**config.mk**
```make
export PLATFORM = sky130hd
export DESIGN_NAME = pswc_top
export DESIGN_NICKNAME = d
export VERILOG_FILES = /design/src/logic/pswc_sync3.v /design/src/logic/pswc_top.v
export VERILOG_INCLUDE_DIRS = /design/src /design/src/logic
export SDC_FILE = /design/constraint.sdc
export NUM_CORES = 1
export LEC_CHECK = 0
export ABC_AREA = 1
export ABC_CLOCK_PERIOD_IN_PS = 2850
export BUFFER_PORTS_ARGS = -buffer_cell sky130_fd_sc_hd__buf_2
export CAP_MARGIN = 20
export CORE_MARGIN = 4
export CORE_UTILIZATION = 40
export DETAILED_ROUTE_END_ITERATION = 16
export PLACE_DENSITY = 0.7
export SLEW_MARGIN = 20
export SYNTH_ARGS = -nofsm -noshare
export SYNTH_HDL_FRONTEND = slang
export SYNTH_HIERARCHICAL = 1
export SYNTH_SLANG_ARGS = --single-unit
```
**constraint.sdc**
```tcl
create_clock -name i_clk_sys -period 2.85 [get_ports i_clk_sys]
set_input_delay 0.1425 -clock i_clk_sys [delete_from_list [all_inputs] [get_ports i_clk_sys]]
set_output_delay 0.1425 -clock i_clk_sys [all_outputs]
set_load 0.01 [all_outputs]
```
**src/logic/pswc_defs.vh**
```
// Purpose: constants for the power saving and wakeup controller
// Assumes: word-indexed register map, bus address is the register index
// Notes:   all values as `define macros
//
// Contract
// wait halts only the cpu; peripherals run; resume at next instruction
// standby gates all clocks and modules; wakeup resets the cpu
// refuse wait or standby while motor timer ch3 or ch4 is in pwm
// key 0x5005 to wait entry enters wait, cpu stopped, pll running
// writing 0x0001 to wait entry clears the wait wake flag
// wait entry bit 0 reads 1 after waking from wait until cleared
// key 0xa00a to standby entry enters standby, cpu and pll stopped
// writing 0x0001 to standby entry clears the standby wake flag
// standby entry bit 0 reads 1 after waking from standby until cleared
// ignore wait and standby requests while emulation debug is active
// enabled key change wakes the device from any low power mode
// accept 28 wake event sources from timers, keys, irqs, uart, spi; code ignores motor timer sources 10:7
// enable bits 15..11: key, uart, spi, ext irq1, ext irq0; 10:8 reserved
// enable bits 7..4: timer ch2, phase 1, phase 0, match; all reset 0
// other written values do nothing; only enabled sources end low power
`ifndef PSWC_DEFS_VH
`define PSWC_DEFS_VH
`define PSWC_IDX_WAIT        16'h700c
`define PSWC_IDX_STBY        16'h700e
`define PSWC_IDX_WAKE_EN     16'h700f
`define PSWC_IDX_IRQ_STAT    16'h7010
`define PSWC_IDX_IRQ_MASK    16'h7011
`define PSWC_WAIT_KEY        16'h5005
`define PSWC_STBY_KEY        16'ha00a
`define PSWC_FLAG_CLR        16'h0001
`define PSWC_WAKE_EN_RST     16'h0000
`define PSWC_WAKE_EN_MASK    16'hf8f0
`define PSWC_BIT_KEY         15
`define PSWC_BIT_UART        14
`define PSWC_BIT_SPI         13
`define PSWC_BIT_EXT1        12
`define PSWC_BIT_EXT0        11
`define PSWC_BIT_TMR2        7
`define PSWC_BIT_PH1         6
`define PSWC_BIT_PH0         5
`define PSWC_BIT_CMT         4
`define PSWC_NUM_SRC         28
`define PSWC_RST_PULSE_CYC   4
`endif

```
**src/logic/pswc_sync3.v**
```verilog
// Purpose: three-flop synchroniser with agreement filter for a bus of pins
// Assumes: inputs are asynchronous to i_clk_sys
// Notes:   output changes once stages two and three agree
`timescale 1ns/1ps
`default_nettype none
module pswc_sync3 #(
    parameter W = 1
) (
    input  wire         i_clk_sys,
    input  wire         i_arst_n,
    input  wire [W-1:0] i_async,
    output reg  [W-1:0] o_sync
);
    reg [W-1:0] s1_r;
    reg [W-1:0] s2_r;
    reg [W-1:0] s3_r;
    // first stage feeds only the second; filter looks at stages two and three
    always @(posedge i_clk_sys or negedge i_arst_n)
    begin
        if (!i_arst_n)
        begin
            s1_r   <= {W{1'b0}};
            s2_r   <= {W{1'b0}};
            s3_r   <= {W{1'b0}};
            o_sync <= {W{1'b0}};
        end
        else
        begin
            s1_r   <= i_async;
            s2_r   <= s1_r;
            s3_r   <= s2_r;
            o_sync <= (s2_r & s3_r) | (o_sync & (s2_r | s3_r));
        end
    end
endmodule
`default_nettype wire

```
**src/logic/pswc_top.v**
```verilog
// Purpose: power mode controller: normal, wait and standby with wake sources
// Assumes: avalon-mm slave, word address = register index, 32-bit data
// Notes:   wake events are level or pulse pins; key change is taken as a level like the rest
//
// Our own choice: the Avalon-MM slave port.
`timescale 1ns/1ps
`default_nettype none
`include "pswc_defs.vh"
module pswc_top #(
    parameter NSRC    = `PSWC_NUM_SRC,
    parameter RST_CYC = `PSWC_RST_PULSE_CYC
) (
    input  wire            i_clk_sys,
    input  wire            i_arst_n,
    // avalon-mm slave
    input  wire [15:0]     i_avs_address,
    input  wire            i_avs_read,
    input  wire            i_avs_write,
    input  wire [31:0]     i_avs_writedata,
    input  wire [3:0]      i_avs_byteenable,
    output reg  [31:0]     o_avs_readdata,
    output wire            o_avs_waitrequest,
    output reg  [1:0]      o_avs_response,
    // wake sources: [27:14] phase timers, [13:11] timer2, [10:7] motor timers,
    // [6:5] match timers, [4] key change, [3:2] ext irq, [1] uart, [0] spi
    input  wire [NSRC-1:0] i_wake_evt,
    input  wire            i_mctl_ch3_pwm,
    input  wire            i_mctl_ch4_pwm,
    input  wire            i_emul_dbg,
    output reg             o_cpu_halt,
    output reg             o_pll_off,
    output reg             o_clk_gate,
    output reg             o_cpu_rst,
    output reg  [1:0]      o_pwr_mode,
    output wire            o_irq
);
    ////////////////////////////////////////////////////////////////////
    localparam [1:0] ST_NORM = 2'b00;
    localparam [1:0] ST_WAIT = 2'b01;
    localparam [1:0] ST_STBY = 2'b10;
    localparam [1:0] ST_RST  = 2'b11;

    reg  [1:0]      state_r;
    reg  [15:0]     wake_en_r;
    reg             wait_flag_r;
    reg             stby_flag_r;
    reg  [3:0]      irq_stat_r;
    reg  [3:0]      irq_mask_r;
    reg  [7:0]      rst_cnt_r;
    reg             ack_r;
    wire [NSRC-1:0] evt_s;

    // pins arrive from other domains
    pswc_sync3 #(.W(NSRC)) u_sync (
        .i_clk_sys (i_clk_sys),
        .i_arst_n  (i_arst_n),
        .i_async   (i_wake_evt),
        .o_sync    (evt_s)
    );
    reg  [2:0] pwm_s1_r;
    reg  [2:0] pwm_s2_r;
    reg  [2:0] pwm_s3_r;
    reg  [2:0] ctl_s_r;
    // control pins: three-flop synchronise, change taken when two and three agree
    always @(posedge i_clk_sys or negedge i_arst_n)
    begin
        if (!i_arst_n)
        begin
            pwm_s1_r <= 3'b000;
            pwm_s2_r <= 3'b000;
            pwm_s3_r <= 3'b000;
            ctl_s_r  <= 3'b000;
        end
        else
        begin
            pwm_s1_r <= {i_emul_dbg, i_mctl_ch4_pwm, i_mctl_ch3_pwm};
            pwm_s2_r <= pwm_s1_r;
            pwm_s3_r <= pwm_s2_r;
            ctl_s_r  <= (pwm_s2_r & pwm_s3_r) | (ctl_s_r & (pwm_s2_r | pwm_s3_r));
        end
    end

    ////////////////////////////////////////////////////////////////////
    // group sources
    function [8:0] group_hits;
        input [NSRC-1:0] e;
        begin
            group_hits[8] = e[4];
            group_hits[7] = e[1];
            group_hits[6] = e[0];
            group_hits[5] = e[3];
            group_hits[4] = e[2];
            group_hits[3] = |e[13:11];
            group_hits[2] = |e[27:21];
            group_hits[1] = |e[20:14];
            group_hits[0] = |e[6:5];
        end
    endfunction

    wire [8:0] hits = group_hits(evt_s);
    wire [8:0] ens  = {wake_en_r[`PSWC_BIT_KEY],  wake_en_r[`PSWC_BIT_UART],
                       wake_en_r[`PSWC_BIT_SPI],  wake_en_r[`PSWC_BIT_EXT1],
                       wake_en_r[`PSWC_BIT_EXT0], wake_en_r[`PSWC_BIT_TMR2],
                       wake_en_r[`PSWC_BIT_PH1],  wake_en_r[`PSWC_BIT_PH0],
                       wake_en_r[`PSWC_BIT_CMT]};
    // enabled wake only
    wire wake = |(hits & ens);
    // entry blockers
    wire entry_ok = ~ctl_s_r[0] & ~ctl_s_r[1] & ~ctl_s_r[2];

    ////////////////////////////////////////////////////////////////////
    // bus decode: one wait cycle, answer on the second cycle
    wire req  = i_avs_read | i_avs_write;
    wire take = req & ack_r;
    assign o_avs_waitrequest = req & ~ack_r;
    wire lo_be = i_avs_byteenable[0] & i_avs_byteenable[1];
    wire [15:0] wd = i_avs_writedata[15:0];
    wire wr = take & i_avs_write & lo_be;
    wire wr_wait = wr & (i_avs_address == `PSWC_IDX_WAIT);
    wire wr_stby = wr & (i_avs_address == `PSWC_IDX_STBY);
    wire rd_stat = take & i_avs_read & (i_avs_address == `PSWC_IDX_IRQ_STAT);
    wire hit_any = (i_avs_address == `PSWC_IDX_WAIT) |
                   (i_avs_address == `PSWC_IDX_STBY) |
                   (i_avs_address == `PSWC_IDX_WAKE_EN) |
                   (i_avs_address == `PSWC_IDX_IRQ_STAT) |
                   (i_avs_address == `PSWC_IDX_IRQ_MASK);

    // events of this block: wait wake, standby wake, refused entry, key wake
    wire ev_wwake = (state_r == ST_WAIT) & wake;
    wire ev_swake = (state_r == ST_STBY) & wake;
    wire key_try  = (wr_wait & (wd == `PSWC_WAIT_KEY)) |
                    (wr_stby & (wd == `PSWC_STBY_KEY));
    wire ev_refus = key_try & ~entry_ok;
    wire [3:0] ev = {ev_refus, hits[8] & ens[8] & (state_r != ST_NORM),
                     ev_swake, ev_wwake};

    ////////////////////////////////////////////////////////////////////
    // mode state machine and registers
    always @(posedge i_clk_sys or negedge i_arst_n)
    begin
        if (!i_arst_n)
        begin
            state_r     <= ST_NORM;
            wake_en_r   <= `PSWC_WAKE_EN_RST;
            wait_flag_r <= 1'b0;
            stby_flag_r <= 1'b0;
            irq_stat_r  <= 4'h0;
            irq_mask_r  <= 4'h0;
            rst_cnt_r   <= 8'd0;
            ack_r       <= 1'b0;
        end
        else
        begin
            ack_r <= req & ~ack_r;
            // reserved bits stay zero
            if (wr & (i_avs_address == `PSWC_IDX_WAKE_EN))
                wake_en_r <= wd & `PSWC_WAKE_EN_MASK;
            if (wr & (i_avs_address == `PSWC_IDX_IRQ_MASK))
                irq_mask_r <= wd[3:0];
            // sticky status: read clears, new event wins
            irq_stat_r <= (rd_stat ? 4'h0 : irq_stat_r) | ev;
            // clear; wake set wins
            if (ev_wwake)
                wait_flag_r <= 1'b1;
            else if (wr_wait & (wd == `PSWC_FLAG_CLR))
                wait_flag_r <= 1'b0;
            // clear; wake set wins
            if (ev_swake)
                stby_flag_r <= 1'b1;
            else if (wr_stby & (wd == `PSWC_FLAG_CLR))
                stby_flag_r <= 1'b0;
            case (state_r)
                ST_NORM:
                begin
                    // keys, gated by blockers
                    if (key_try & entry_ok)
                        state_r <= wr_wait ? ST_WAIT : ST_STBY;
                end
                ST_WAIT:
                begin
                    // resume, no reset
                    if (wake)
                        state_r <= ST_NORM;
                end
                ST_STBY:
                begin
                    // wake goes through cpu reset
                    if (wake)
                    begin
                        state_r   <= ST_RST;
                        rst_cnt_r <= RST_CYC[7:0];
                    end
                end
                default:
                begin
                    if (rst_cnt_r <= 8'd1)
                        state_r <= ST_NORM;
                    rst_cnt_r <= rst_cnt_r - 8'd1;
                end
            endcase
        end
    end

    ////////////////////////////////////////////////////////////////////
    // power outputs from flops
    always @(posedge i_clk_sys or negedge i_arst_n)
    begin
        if (!i_arst_n)
        begin
            o_cpu_halt <= 1'b0;
            o_pll_off  <= 1'b0;
            o_clk_gate <= 1'b0;
            o_cpu_rst  <= 1'b0;
            o_pwr_mode <= ST_NORM;
        end
        else
        begin
            // wait: cpu only; standby: everything off
            o_cpu_halt <= (state_r == ST_WAIT) | (state_r == ST_STBY);
            o_pll_off  <= (state_r == ST_STBY);
            o_clk_gate <= (state_r == ST_STBY);
            o_cpu_rst  <= (state_r == ST_RST);
            o_pwr_mode <= state_r;
        end
    end

    // read data registered at the answer edge; unmapped reads zero, slave error
    always @(posedge i_clk_sys or negedge i_arst_n)
    begin
        if (!i_arst_n)
        begin
            o_avs_readdata <= 32'h0000_0000;
            o_avs_response <= 2'b00;
        end
        else if (req & ~ack_r)
        begin
            o_avs_response <= hit_any ? 2'b00 : 2'b10;
            // flag readback
            if (i_avs_address == `PSWC_IDX_WAIT)
                o_avs_readdata <= {31'h0, wait_flag_r};
            else if (i_avs_address == `PSWC_IDX_STBY)
                o_avs_readdata <= {31'h0, stby_flag_r};
            else if (i_avs_address == `PSWC_IDX_WAKE_EN)
                o_avs_readdata <= {16'h0000, wake_en_r};
            else if (i_avs_address == `PSWC_IDX_IRQ_STAT)
                o_avs_readdata <= {28'h0, irq_stat_r};
            else if (i_avs_address == `PSWC_IDX_IRQ_MASK)
                o_avs_readdata <= {28'h0, irq_mask_r};
            else
                o_avs_readdata <= 32'h0000_0000;
        end
    end

    assign o_irq = |(irq_stat_r & irq_mask_r);
endmodule
`default_nettype wire

```
==> results of run 1 <==
per-stage QoR:
step           utilization [%]  power (mW)  instance area (sq um)  hold WS (ns)
4_1_cts                   51.1        4.90                   7460       0.00232
3_5_place_dp              45.1        2.71                   6580         0.173
2_1_floorplan                -        2.58                   6060        -0.153
6_report                  51.1        4.83                   7460        0.0190
3_3_place_gp              45.1        2.69                   6580         0.160
5_1_grt                   51.1        5.06                   7460        0.0111
layout make-up:
type | count | share of cell area [%]
Clock inverter | 13 | 1.71
Inverter | 67 | 3.37
Tap cell | 184 | 3.09
Clock buffer | 19 | 5.81
Timing Repair Buffer | 122 | 10.7
Sequential cell | 157 | 52.7
Multi-Input combinational cell | 349 | 22.6
where the power goes:
group	switching [mW]	total, mW	internal (mW)
combinational	0.174	0.299	0.125
clock	0.914	2.13	1.22
sequential	0.0595	2.39	2.34
total	1.15	4.83	3.68
critical path: stages, from the launching register on:
cell and delay [ns]:
dfrtp_1 0.44, inv_1 0.11, ha_1 0.37, inv_1 0.15, nand2_1 0.15, nand2_1 0.28
nand3_1 0.15, o21ai_1 0.07
layout by cell type, fill, tap and decap left out, types with 4 or more instances in the layout:
master and instances:
a21oi_1 25, buf_2 85, clkbuf_16 17, conb_1 20, dfrtp_1 157, dlygate4sd3_1 32
ha_1 6, inv_1 65, inv_6 6, nand2_1 122, nand2_2 6, nand2_4 4
nand3_1 29, nand3b_1 4, nand4_1 7, nor2_1 64, nor2_2 6, nor3_1 6
o21ai_0 13, o21ai_1 14, o22ai_1 6, xor2_1 5
registers in the layout, indices dropped and copies added (netlist names), 3 cells and up:
register	count
ctl_s_r	3
u_sync/o_sync	24
rst_cnt_r	8
o_avs_readdata	13
pwm_s3_r	3
irq_mask_r	4
u_sync/s1_r	24
pwm_s1_r	3
u_sync/s2_r	24
wake_en_r	9
u_sync/s3_r	24
pwm_s2_r	3
irq_stat_r	4
layer usage:
layer,routed length (um),share of wire [%],vias to the layer above,global-route usage [%]
li1,-,-,2054,-
met1,5250,47,1874,20.4
met2,5080,45,114,21.5
met3,708,6.3,17,3.56
met4,219,1.9,0,6.05
met5,0,0,-,0
how the worst max path moves through the flow:
stage,slack [ns],startpoint,end,cells past startpoint
after floorplan,1.28,state_r[0],state_r[0],10
after global placement,1.08,state_r[0],rst_cnt_r[2],7
after detailed placement,1.02,state_r[0],rst_cnt_r[7],7
after CTS,1.0,state_r[0],rst_cnt_r[7],7
after global routing,0.79,state_r[0],rst_cnt_r[3],7
final,1.00,state_r[0],rst_cnt_r[7],7
==> flow_metrics.py, run 1 <==
metrics = {
    "clock_tree": {
        "clkTransAtPathRegs_ns": 0.06,
        "post-cts-setup-buffers": 0,
        "htree_num_levels": 4,
        "cts_tree": "yes",
        "cts-root-to-sink-buffers": 2,
        "ctsResizeCount": 0,
        "cts_buffers": 17,
        "cts_hold_buf": 32,
        "clock_latency_ns": 0.42,
        "root_buffer": "clkbuf_16",
        "clock_sinks": 157,
    },
    "place": {
        "place_worst_setup_slack_ns": 1.02,
        "dp.final_hpwl_um": 8060,
        "final_gp_congestion": 0.827,
        "dp.cells": 847,
        "port-buffer-count": 86,
    },
    "detailed_routing": {
        "routed-via-count": 4059,
        "dr.first_iter.drc_count": 180,
        "antenna_left": 0,
        "drt-pass1-iter-count": 4,
        "via_per_inst": 4.46,
        "wirelength_per_cell_um": 12.4,
        "routed_wl_um": 11300,
        "detail_route.drc_violations": 0,
    },
    "setup_path": {
        "path_max_fanout": 13,
        "crit_end_category": "flop",
        "critPathKind": "flop to flop",
        "start_kind": "flop",
        "critical_path_required_ns": 3.14,
        "regToRegStartpoint": "state_r[0]",
        "reg2reg_slack_ns": 1.00,
        "r2r_cells": 7,
        "worstReg2RegEnd": "rst_cnt_r[7]",
        "crit_arrival_ns": 2.14,
    },
    "cells_and_area": {
        "finish.cell_count_without_fillers": 911,
        "layout-area-overhead-vs-synth_pct": 24.6,
        "fill_cells": 1308,
        "ff_latch_area_sq_um": 3930,
        "layout-drive-gt1-share_pct": 19.5,
        "multi_input_comb_area_sq_um": 1690,
        "final_nets": 807,
        "antenna_cells": 0,
    },
    "timing": {
        "final-max-slew-violation-count": 0,
        "finalSetupTns_ns": 0,
        "finalSetupViolations": 0,
        "rsz0062_at_grt": "false",
        "fmax_ghz": 0.541,
        "worst_slack_ns": 1.00,
        "fin_worst_skew_ns": 0.00673,
        "tightestPinTransition_ns": 0.585,
        "hold_viol": 0,
        "slew_headroom_pct": 61.0,
        "finalWorstPathRequiredPeriod_ns": 1.85,
        "final.period_utilization_pct": 64.9,
    },
    "grt": {
        "grt_start_max_net_pins": 71,
        "grt_remaining_overflow": 0,
        "grt_use_total_pct": 14.5,
        "grt_pass1_vias": 3885,
        "antenna_found_initial": 0,
        "grt_first_pass_wirelength_um": 19000,
    },
    "die": {
        "die_x_extent_um": 130,
        "total_die_area_sq_um": 17000,
        "rows": 44,
        "start_util_pct": 41.0,
        "io_pins": 129,
        "core_region_area_sq_um": 14600,
        "die_height_um": 130,
    },
    "job": {
        "drv_cap": 0,
    },
    "synth": {
        "synth_area_per_cell_sq_um": 10.3,
        "synthesis.area_sq_um": 5980,
        "syn_inst": 581,
        "ys_warn_count": 6,
    },
    "hold_path": {
        "timing.hold.worst_path_depth": 3,
        "hold_path.startpoint": "i_avs_writedata[4]",
        "hold_path.class": "primary input to flop",
        "hold_path_end": "wake_en_r[4]",
    },
    "status": {
        "run_status": "finished clean",
    },
    "pwr": {
        "ir_worst_vdd_mv": 0.425,
        "power_per_cell_area_nw_per_um2": 648,
        "p_leak_nw": 3.85,
    },
}
No activity file was read; power rests on OpenSTA's default activity.
==> run 2, diff against run 1 <==
Settings changed: ABC_CLOCK_PERIOD_IN_PS 2850 to 1900.
Clock period 2.85 ns to 1.9 ns, I/O delays scaled along.
==> flow_metrics.py, run 2 (synthesis results as in run 1) <==
metrics = {
    "status": {
        "run_status": "finished clean",
    },
    "cells_and_area": {
        "layout-area-overhead-vs-synth_pct": 26.9,
        "commonest_non_fill_non_tap_cell_in_the_layout": "dfrtp_1",
        "fill_cells": 1288,
        "ff_latch_area_sq_um": 3930,
        "layout-drive-gt1-share_pct": 20.1,
        "layout_common_cells": "dfrtp_1 (157), nand2_1 (121), buf_2 (85)",
        "antenna_cells": 0,
        "final_nets": 822,
        "multi_input_comb_area_sq_um": 1690,
    },
    "die": {
        "core_region_area_sq_um": 14600,
        "io_pins": 129,
        "rows": 44,
        "total_die_area_sq_um": 17000,
        "die_height_um": 130,
        "start_util_pct": 41.0,
        "die_x_extent_um": 130,
    },
    "clock_tree": {
        "root_buffer": "clkbuf_16",
        "cts_buffers": 17,
        "htree_num_levels": 4,
        "cts_tree": "yes",
        "clkTransAtPathRegs_ns": 0.06,
        "clock_sinks": 157,
        "cts-root-to-sink-buffers": 2,
        "clock_latency_ns": 0.42,
    },
    "timing": {
        "worst_hold_slack_ns": 0.0756,
        "finalWorstPathRequiredPeriod_ns": 1.66,
        "final.period_utilization_pct": 87.2,
        "slew_headroom_pct": 62.6,
        "tightestPinTransition_ns": 0.561,
        "fin_worst_skew_ns": 0.00977,
        "finalSetupViolations": 0,
        "fmax_ghz": 0.604,
        "final-max-slew-violation-count": 0,
        "rsz0062_at_grt": "false",
        "finalSetupTns_ns": 0,
        "hold_viol": 0,
    },
    "pwr": {
        "power_per_cell_area_nw_per_um2": 953,
        "switching_power_mw": 1.69,
        "p_leak_nw": 3.91,
        "switch_share_pct": 23.3,
        "ir_worst_vdd_mv": 0.597,
        "report.power.total_mw": 7.23,
        "int_pwr_mw": 5.54,
        "seq_power_share_pct": 49.7,
        "power.combinational.fraction_pct": 6.5,
        "clock_power_share_pct": 43.8,
    },
    "detailed_routing": {
        "routed_wl_um": 11500,
        "wirelength_met1_um": 5210,
        "routed-via-count": 4166,
        "wirelength_per_cell_um": 12.5,
        "antenna_left": 0,
        "dr.first_iter.drc_count": 146,
        "wl_met2_um": 5250,
        "top_layer_reached_by_signal_wires": "met4",
        "drt-pass1-iter-count": 5,
        "via_per_inst": 4.50,
        "dr_wl_met3_um": 773,
        "detail_route.drc_violations": 0,
    },
    "grt": {
        "grt_remaining_overflow": 0,
        "grt_start_max_net_pins": 62,
        "grt_first_pass_wirelength_um": 19100,
        "antenna_found_initial": 0,
        "grt_pass1_vias": 4021,
        "grt_use_total_pct": 14.6,
    },
    "setup_path": {
        "r2r_cells": 9,
        "critical_path_required_ns": 2.20,
        "path_max_fanout": 6,
        "start_kind": "flop",
        "crit_arrival_ns": 1.96,
        "crit_end_category": "flop",
        "critPathKind": "flop to flop",
    },
    "hold_path": {
        "timing.hold.worst_path_depth": 4,
        "hold_path.class": "primary input to flop",
    },
    "place": {
        "dp.final_hpwl_um": 8210,
        "port-buffer-count": 86,
        "final_gp_congestion": 0.838,
    },
    "job": {
        "drv_cap": 0,
    },
}
-- run 2: worst max-delay path, stage by stage, from the launching register on --
cell and delay, ns:
dfrtp_1 0.42, inv_1 0.08, ha_1 0.28, or2_2 0.33, nand4_1 0.10, nand2_1 0.05
inv_1 0.10, nand2_2 0.07, nand2_1 0.05, nand2_1 0.06
-- run 2: cell type report --
cell class	instances	area share, %
Sequential cell	157	51.7
Multi-Input combinational cell	349	22.2
Timing Repair Buffer	137	12.3
Clock buffer	19	5.83
Inverter	67	3.31
Tap cell	184	3.03
Clock inverter	12	1.53
-- run 2: path summary, 6_finish.rpt --
kind	start	endpoint	slack, ns
min reg2reg	u_sync/s1_r[22]	u_sync/s2_r[22]	0.34
max in group asynchronous	i_arst_n	u_sync/s1_r[4]	0.99
max	state_r[0]	state_r[0]	0.24
min	i_avs_read	irq_stat_r[0]	0.08
min in group asynchronous	i_arst_n	o_pwr_mode[0]	0.22
max reg2reg	state_r[0]	state_r[0]	0.24
-- run 2: stage by stage --
step | cells | util [%] | instance area [sq um] | worst slack (ns)
after global placement | 853 | 45.4 | 6620 | 0.209
after global routing | 925 | 52.0 | 7590 | 0.0388
after detailed placement | 853 | 45.4 | 6620 | 0.156
after floorplan | 600 | - | 6060 | 0.332
final | 925 | 52.0 | 7590 | 0.243
after CTS | 925 | 52.0 | 7590 | 0.135
-- run 2: power groups by stage --
| stage | Combinational, mW | Clock (mW) | Sequential (mW) |
|---|---|---|---|
| detailed placement | 0.411 | 0 | 3.65 |
| finish | 0.470 | 3.17 | 3.59 |
| floorplan | 0.235 | 0 | 3.63 |
| global placement | 0.401 | 0 | 3.65 |
| CTS | 0.478 | 3.27 | 3.60 |
| global route | 0.543 | 3.41 | 3.61 |
-- run 2: layer usage --
metal  vias to the layer above  track usage [%]
li1                       2090                -
met1                      1937             19.6
met2                       119             22.4
met3                        20             3.36
met4                         0             7.15
met5                         -                0
-- run 2: timing repair --
action | in CTS | in global routing
hold buffers | 41 | 0
resized for setup | 0 | 1
endpoints found under the hold margin | 96 | 0
setup buffers | 0 | 0
endpoints found under the setup margin | 0 | 5
